`src/core/tmeh_defs.svh`:
```
`ifndef TMEH_DEFS_SVH
`define TMEH_DEFS_SVH

// ==========================================================
// Register offsets, as seen on the register access port
`define TMEH_ADDR_WAFER_POSITION_INFO 16'h1004
`define TMEH_ADDR_NVM_ECC_HEALTH_STATUS 16'h1005

// ==========================================================
// Health register field positions
`define TMEH_BIT_RED_ZONE_SINGLE_BIT_FLAG 15
`define TMEH_BIT_RED_ZONE_DOUBLE_BIT_FLAG 14
`define TMEH_BIT_YELLOW_ZONE_SINGLE_BIT_FLAG 13
`define TMEH_BIT_YELLOW_ZONE_DOUBLE_BIT_FLAG 12
`define TMEH_BIT_GREEN_ZONE_SINGLE_BIT_FLAG 11
`define TMEH_BIT_GREEN_ZONE_DOUBLE_BIT_FLAG 10
`define TMEH_HEALTH_RSVD_MSB 9
`define TMEH_HEALTH_RSVD_LSB 0

// ==========================================================
// Wafer position register field positions
`define TMEH_WAFER_Y_MSB 14
`define TMEH_WAFER_Y_LSB 8
`define TMEH_WAFER_X_MSB 6
`define TMEH_WAFER_X_LSB 0

// ==========================================================
// Reset values
`define TMEH_HEALTH_RESET 16'h0000
`define TMEH_WAFER_RESET 16'h0000
`define TMEH_RSVD_VALUE 10'h000

`endif

```
`src/core/tmeh_pkg.sv`:
```
package tmeh_pkg;

	// ==========================================================
	// Load sequencer states
	typedef enum logic [1:0] {
		TMEH_ST_START,
		TMEH_ST_LOAD,
		TMEH_ST_DRAIN,
		TMEH_ST_DONE
	} tmeh_state_t;

	// ==========================================================
	// Memory zones
	typedef enum logic [1:0] {
		TMEH_ZONE_GREEN,
		TMEH_ZONE_YELLOW,
		TMEH_ZONE_RED
	} tmeh_zone_t;

endpackage

```
`src/core/tmeh_secded.sv`:
```
`timescale 1ns/1ps

// ==========================================================
// Extended Hamming decoder: bit 0 is overall parity, bits 1..N sit at
// Hamming positions, check bits at the powers of two.
module tmeh_secded
	import tmeh_pkg::*;
#(
	parameter int DATA_W = 16,
	parameter int CHK_W = 5
) (
	input wire logic [DATA_W+CHK_W:0] i_code,
	output logic [DATA_W-1:0] o_data,
	output logic o_single,
	output logic o_double
);

	localparam int N = DATA_W + CHK_W;

	// Check bits must reach every position, and a spare one would push data past the output
	if ((1 << CHK_W) < N + 1) begin
		$error("tmeh_secded: too few check bits for the data width");
	end
	if ((1 << (CHK_W - 1)) > N) begin
		$error("tmeh_secded: more check bits than the data width needs");
	end

	// Returns one when a position is a power of two (a check bit)
	function automatic logic is_chk(input int pos);
		return (pos & (pos - 1)) == 0;
	endfunction

	// Syndrome, overall parity, repair and data extraction
	always_comb begin
		logic [CHK_W-1:0] syn;
		logic par;
		logic [N:0] fixed;
		int k;
		syn = '0;
		par = ^i_code;
		fixed = i_code;
		k = 0;
		o_data = '0;
		for (int i = 1; i <= N; i++) begin
			if (i_code[i]) begin
				syn = syn ^ CHK_W'(i);
			end
		end
		o_single = par; // Odd weight: one flipped bit, repairable
		o_double = !par && (syn != '0); // Even weight with syndrome: detect only
		if (par && (syn != '0) && (int'(syn) <= N)) begin
			fixed[syn] = ~i_code[syn];
		end
		for (int i = 1; i <= N; i++) begin
			if (!is_chk(i)) begin
				o_data[k] = fixed[i];
				k++;
			end
		end
	end

endmodule

```
`src/core/tmeh_top.sv`:
```
`timescale 1ns/1ps
`include "tmeh_defs.svh"

// Summary of operation
// - ECC repairs single errors, detects double errors
// - Three zones: green, yellow, red, reported apart
// - No user write path into stored memory
// - Red single error sets bit 15
// - Red double error sets bit 14
// - Yellow single error sets bit 13
// - Yellow double error sets bit 12
// - Green single error sets bit 11
// - Green double error sets bit 10
// - Health bits 9:0 reserved, read-only
// - Wafer Y at 14:8, X at 6:0
module tmeh_top
	import tmeh_pkg::*;
#(
	parameter int DATA_W = 16,
	parameter int CHK_W = 5,
	parameter int ADDR_W = 6,
	parameter int WORDS = 48,
	parameter int YELLOW_BASE = 16,
	parameter int RED_BASE = 32,
	parameter int WAFER_WORD = 0
) (
	input wire logic i_core_clk,
	input wire logic i_rst,
	// Trim memory read port, one cycle read latency
	output logic o_nvm_rd_en,
	output logic [ADDR_W-1:0] o_nvm_addr,
	input wire logic [DATA_W+CHK_W:0] i_nvm_code,
	// Corrected words delivered to the trim shadow
	output logic o_trim_valid,
	output logic [ADDR_W-1:0] o_trim_addr,
	output logic [DATA_W-1:0] o_trim_data,
	output logic o_load_done,
	// Register access from the serial command engine
	input wire logic i_reg_rd,
	input wire logic i_reg_wr,
	input wire logic [15:0] i_reg_addr,
	input wire logic [15:0] i_reg_wdata,
	output logic o_reg_ack,
	output logic [15:0] o_reg_rdata
);

	// ==========================================================
	// Elaboration checks
	if (DATA_W < 16) begin
		$error("tmeh_top: data width must hold a 16-bit wafer word");
	end
	if (WORDS < 1 || WORDS > (1 << ADDR_W)) begin
		$error("tmeh_top: word count does not fit the address width");
	end
	if (!(YELLOW_BASE <= RED_BASE && RED_BASE <= WORDS)) begin
		$error("tmeh_top: zone bounds out of order");
	end
	if (WAFER_WORD >= WORDS) begin
		$error("tmeh_top: wafer word outside memory");
	end

	// Zone of a word address
	function automatic tmeh_zone_t zone_of(input logic [ADDR_W-1:0] a);
		if (int'(a) >= RED_BASE) begin
			return TMEH_ZONE_RED;
		end else if (int'(a) >= YELLOW_BASE) begin
			return TMEH_ZONE_YELLOW;
		end
		return TMEH_ZONE_GREEN;
	endfunction

	// ==========================================================
	// ECC decoder
	logic [DATA_W-1:0] dec_data;
	logic dec_single;
	logic dec_double;

	tmeh_secded #(
		.DATA_W(DATA_W),
		.CHK_W(CHK_W)
	) u_secded (
		.i_code(i_nvm_code),
		.o_data(dec_data),
		.o_single(dec_single),
		.o_double(dec_double)
	);

	// ==========================================================
	// Load sequencer state
	tmeh_state_t state_q, state_d;
	logic [ADDR_W-1:0] rd_addr_q, rd_addr_d;
	logic [ADDR_W-1:0] chk_addr_q, chk_addr_d;
	logic chk_vld_q, chk_vld_d;
	logic trim_vld_q, trim_vld_d;
	logic [ADDR_W-1:0] trim_addr_q, trim_addr_d;
	logic [DATA_W-1:0] trim_data_q, trim_data_d;
	logic [5:0] flags_q, flags_d;
	logic [15:0] wafer_q, wafer_d;
	logic rd_en;

	// Next-state logic for the one-pass read and check after reset
	always_comb begin
		tmeh_zone_t z;
		z = zone_of(chk_addr_q);
		state_d = state_q;
		rd_addr_d = rd_addr_q;
		chk_addr_d = rd_addr_q;
		chk_vld_d = 1'b0;
		trim_vld_d = 1'b0;
		trim_addr_d = trim_addr_q;
		trim_data_d = trim_data_q;
		flags_d = flags_q;
		wafer_d = wafer_q;
		rd_en = 1'b0;
		case (state_q)
			TMEH_ST_START: begin
				rd_addr_d = '0;
				state_d = TMEH_ST_LOAD;
			end
			TMEH_ST_LOAD: begin
				rd_en = 1'b1; // Reads only during load; the last word is checked in drain
				chk_vld_d = 1'b1;
				if (int'(rd_addr_q) == WORDS - 1) begin
					state_d = TMEH_ST_DRAIN;
				end else begin
					rd_addr_d = rd_addr_q + ADDR_W'(1);
				end
			end
			TMEH_ST_DRAIN: begin
				state_d = TMEH_ST_DONE;
			end
			TMEH_ST_DONE: begin
				state_d = TMEH_ST_DONE; // Flags frozen until reset
			end
			default: begin
				state_d = TMEH_ST_START;
			end
		endcase
		if (chk_vld_q) begin
			trim_vld_d = 1'b1;
			trim_addr_d = chk_addr_q;
			trim_data_d = dec_data; // Repaired word goes out
			if (int'(chk_addr_q) == WAFER_WORD) begin
				wafer_d = 16'h0000;
				wafer_d[`TMEH_WAFER_Y_MSB:`TMEH_WAFER_Y_LSB] =
					dec_data[`TMEH_WAFER_Y_MSB:`TMEH_WAFER_Y_LSB];
				wafer_d[`TMEH_WAFER_X_MSB:`TMEH_WAFER_X_LSB] =
					dec_data[`TMEH_WAFER_X_MSB:`TMEH_WAFER_X_LSB];
			end
			// Per-zone sticky flags, set only
			case (z)
				TMEH_ZONE_RED: begin
					flags_d[5] = flags_q[5] | dec_single;
					flags_d[4] = flags_q[4] | dec_double;
				end
				TMEH_ZONE_YELLOW: begin
					flags_d[3] = flags_q[3] | dec_single;
					flags_d[2] = flags_q[2] | dec_double;
				end
				TMEH_ZONE_GREEN: begin
					flags_d[1] = flags_q[1] | dec_single;
					flags_d[0] = flags_q[0] | dec_double;
				end
				default: begin
					flags_d = flags_q;
				end
			endcase
		end
	end

	// Sequencer registers
	always_ff @(posedge i_core_clk) begin
		if (i_rst) begin
			state_q <= TMEH_ST_START;
			rd_addr_q <= '0;
			chk_addr_q <= '0;
			chk_vld_q <= 1'b0;
			trim_vld_q <= 1'b0;
			trim_addr_q <= '0;
			trim_data_q <= '0;
			flags_q <= 6'h0;
			wafer_q <= `TMEH_WAFER_RESET;
		end else begin
			state_q <= state_d;
			rd_addr_q <= rd_addr_d;
			chk_addr_q <= chk_addr_d;
			chk_vld_q <= chk_vld_d;
			trim_vld_q <= trim_vld_d;
			trim_addr_q <= trim_addr_d;
			trim_data_q <= trim_data_d;
			flags_q <= flags_d;
			wafer_q <= wafer_d;
		end
	end

	// Memory port and shadow outputs; the memory port is read-only
	assign o_nvm_rd_en = rd_en;
	assign o_nvm_addr = rd_addr_q;
	assign o_trim_valid = trim_vld_q;
	assign o_trim_addr = trim_addr_q;
	assign o_trim_data = trim_data_q;
	assign o_load_done = (state_q == TMEH_ST_DONE);

	// ==========================================================
	// Register access
	logic [15:0] health;
	logic ack_q, ack_d;
	logic [15:0] rdata_q, rdata_d;
	logic wr_unused;

	// Health word image; reserved bits fixed
	always_comb begin
		health = `TMEH_HEALTH_RESET;
		health[`TMEH_BIT_RED_ZONE_SINGLE_BIT_FLAG] = flags_q[5];
		health[`TMEH_BIT_RED_ZONE_DOUBLE_BIT_FLAG] = flags_q[4];
		health[`TMEH_BIT_YELLOW_ZONE_SINGLE_BIT_FLAG] = flags_q[3];
		health[`TMEH_BIT_YELLOW_ZONE_DOUBLE_BIT_FLAG] = flags_q[2];
		health[`TMEH_BIT_GREEN_ZONE_SINGLE_BIT_FLAG] = flags_q[1];
		health[`TMEH_BIT_GREEN_ZONE_DOUBLE_BIT_FLAG] = flags_q[0];
		health[`TMEH_HEALTH_RSVD_MSB:`TMEH_HEALTH_RSVD_LSB] = `TMEH_RSVD_VALUE;
	end

	// Read decode; writes are acknowledged and dropped
	always_comb begin
		ack_d = i_reg_rd | i_reg_wr; // Commands arrive from the serial engine
		rdata_d = rdata_q;
		if (i_reg_rd) begin
			case (i_reg_addr)
				`TMEH_ADDR_WAFER_POSITION_INFO: rdata_d = wafer_q;
				`TMEH_ADDR_NVM_ECC_HEALTH_STATUS: rdata_d = health;
				default: rdata_d = 16'h0000;
			endcase
		end
	end

	// Write data has no destination in this block
	assign wr_unused = ^i_reg_wdata;

	// Register access response registers
	always_ff @(posedge i_core_clk) begin
		if (i_rst) begin
			ack_q <= 1'b0;
			rdata_q <= 16'h0000;
		end else begin
			ack_q <= ack_d;
			rdata_q <= rdata_d;
		end
	end

	assign o_reg_ack = ack_q;
	assign o_reg_rdata = rdata_q;

endmodule

```
`config.mk`:
```
export PLATFORM = sky130hd
export DESIGN_NAME = tmeh_top
export DESIGN_NICKNAME = d
export VERILOG_FILES = /design/src/core/tmeh_pkg.sv /design/src/core/tmeh_secded.sv /design/src/core/tmeh_top.sv
export VERILOG_INCLUDE_DIRS = /design/src /design/src/core
export SDC_FILE = /design/constraint.sdc
export NUM_CORES = 1
export LEC_CHECK = 0
export BUFFER_PORTS_ARGS = -buffer_cell sky130_fd_sc_hd__buf_4
export CORE_MARGIN = 2
export CORE_UTILIZATION = 50
export CTS_CLUSTER_SIZE = 40
export DETAILED_ROUTE_END_ITERATION = 10
export PLACE_DENSITY = 0.77
export SLEW_MARGIN = 20
export SYNTH_ARGS = -nofsm -noshare
export SYNTH_HDL_FRONTEND = slang
export SYNTH_SLANG_ARGS = --single-unit
```
`constraint.sdc`:
```
create_clock -name i_core_clk -period 4.05 [get_ports i_core_clk]
set_input_delay 0.81 -clock i_core_clk [delete_from_list [all_inputs] [get_ports i_core_clk]]
set_output_delay 0.81 -clock i_core_clk [all_outputs]
set_load 0.1 [all_outputs]
```
==> flow_summary.ini <==
[floorplanning]
ios = 106
die_y_um = 90.5
rows = 31
die_area_um2 = 8190
initial_utilization_pct = 51.6
die_w_um = 90.5
coreArea_um2 = 7250

[route]
drt_iter0_drc = 216
drc_errors = 0
dr.pass1.iters = 4
wirelength_mm = 8.94
vias_per_cell = 5.46
wl_per_cell_um = 14.6
dr_total_vias = 3350
ant_nets = 0

[power]
irDropWorstVdd_mv = 0.222
p_leak_nw = 1.96
powerDensity_nw_per_um2 = 457

[synthesis]
seq_area_frac_synth_pct = 39.6
synth_top_area_share_pct = 39.6
synth.area.top_cells = dfxtp_1, mux2i_1, nor2_1
ys_top_cells_by_count = dfxtp_1, nor2_1, a21oi_1
synth_area_um2 = 3740
ys_types = 51
syn_nets = 485
ys_warn_count = 0
synth_edf_count = 0
postSynthAreaPerCell_um2 = 8.78
synthFlopType = dfxtp_1
synth_seq_cells = 74
yosysMostFrequentCell = dfxtp_1
synth_top_area_cell = dfxtp_1
syn_inst = 426
async_reset_ff_share_pct = 0

[worst_hold_path]
hold_path_class = reg -> reg
min_path_cells = 2

[clock_network]
clock_sinks = 74
clock_path_buffers = 2
post-cts-setup-buffer-count = 0
clkSlewWorstSetupHoldPaths_ns = 0.07
cts_resized = 0
worstSkewPairLatency_ns = 0.34
cts_hold_buf = 0
cts_tree = built
htreeDepth = 3
cts_root_buffer = clkbuf_8
cts_buffers = 9

[placement]
post-place-ws_ns = 0.366
portBuffers = 88
post_dp_cell_area_um2 = 4480
routabilityCongestion = 0.914
dp_hpwl_mm = 6.77

[global_route]
grtUsageTotal_pct = 22.5
grt_pass1_vias = 3182
grt_antenna_before_repair = 0
grt_pass1_wl_mm = 15.2
grt_max_degree = 69
globalRoute.totalOverflow = 0

[layout]
layout-drive-gt1-share_pct = 23.2
nets = 568
diodes = 0
fin_area_um2 = 4660
area_growth_pct = 24.5

[worst_setup_path]
crit_fanout = 7
cp-end-kind = flip-flop
worst_r2r_path_depth = 8
arrival_ns = 3.64
start_kind = primary input
cp.required_ns = 4.31
crit_type = in -> reg

[timing]
period_share_pct = 83.3
fin_worst_skew_ns = 0.00613
hold_viol = 0
finalMaxSlewViolations = 0
max_slew.worst_pin.slew_ns = 0.721
finalWorstSetupSlack_ns = 0.675
setup_tns_ns = 0
slew_headroom_pct = 50.7
finalSetupViolCount = 0
timing.final.crit_period_ns = 3.37
timing.fmax_mhz = 296
hold_ws_ns = 0.460
rsz0062_at_grt = false

[outcome]
status = complete, no violations

[job]
drv_cap = 0
==> worst paths after layout <==
path,from,to,slack [ns]
setup / recovery,i_nvm_code[14],wafer_q[11],0.68
hold / removal,wafer_q[4],wafer_q[4],0.46
setup reg to reg,o_nvm_addr[0],o_nvm_addr[3],2.20
hold reg to reg,wafer_q[4],wafer_q[4],0.46
==> final cells by class <==
type,instances,area [um2]
fill,633,2600
multi-input combinational,323,2140
sequential,74,1480
timing repair buffer,93,698
clock buffer,13,139
tap,99,124
clock inverter,3,40.0
inverter,8,30.0
==> layer usage <==
metal / vias to the layer above / track usage [%] / wire [um]
met5: - / 0 / 0
met3: 9 / 5.93 / 492
met2: 98 / 37.4 / 4250
met1: 1566 / 29.3 / 4130
li1: 1677 / - / -
met4: 0 / 4.74 / 65
==> flip-flops by register name (all words and copies together), names as in the netlist <==
name and count:
chk_addr_q 6, chk_vld_q 1, flags_q 6, o_nvm_addr 6, o_reg_ack 1, o_reg_rdata 15, o_trim_addr 6, o_trim_data 16
o_trim_valid 1, state_q 2, wafer_q 14
==> logic make-up (layout without fill, tap and decap cells) <==
family,count (synthesis),after routing,share of synthesized area (%)
and+or+nand+nor,162,162,20.7
AOI/OAI and AO/OA,87,87,15.6
DFF,74,74,39.6
xor gates and xnor gates,38,38,11.1
muxes,33,33,9.17
buffers and inverters,29,117,3.08
adders and majority gates,2,2,0.602
other,1,1,0.100
==> placed cells by master, fill, tap and decap left out, types with 2 or more instances in the layout <==
cell type,count
inv_1,8
clkbuf_1,4
a21o_1,4
a22oi_1,10
nand3_1,20
xnor3_1,5
dfxtp_1,74
a2111oi_0,2
o31ai_1,5
nand2b_1,13
clkinv_2,2
mux2_2,2
nor2b_1,7
buf_4,93
mux2i_1,29
xor2_1,8
nor3_1,7
xnor2_1,24
a31o_2,6
o21ai_0,7
nand2_1,28
nand3b_1,2
and2_1,5
mux2_4,2
nand4_1,8
clkbuf_8,9
a22o_1,5
nor2_1,59
nor4_1,5
or3_1,2
a31oi_1,5
a21oi_1,34
==> critical path, cell delays in order <==
cell	delay (ns)
buf_4	0.12
xnor2_1	0.35
xnor2_1	0.23
xnor2_1	0.54
nand3_1	0.25
a2111oi_0	0.71
mux2i_1	0.39
nand2_1	0.10
a21oi_1	0.14
==> report_power, final <==
part	total [mW]	internal (mW)	switching, mW
Combinational	0.825	0.303	0.522
Clock	0.533	0.284	0.249
Sequential	0.769	0.754	0.0152
==> metrics by stage <==
stage               total power, mW  util [%]  instances
floorplan                      1.41         -        426
global placement               1.58      61.7        597
detailed placement             1.60      61.7        597
CTS                            2.14      64.2        613
global route                   2.24      64.2        613
finish                         2.13      64.2        613
Note: power is estimated with default switching activity, not from simulation.
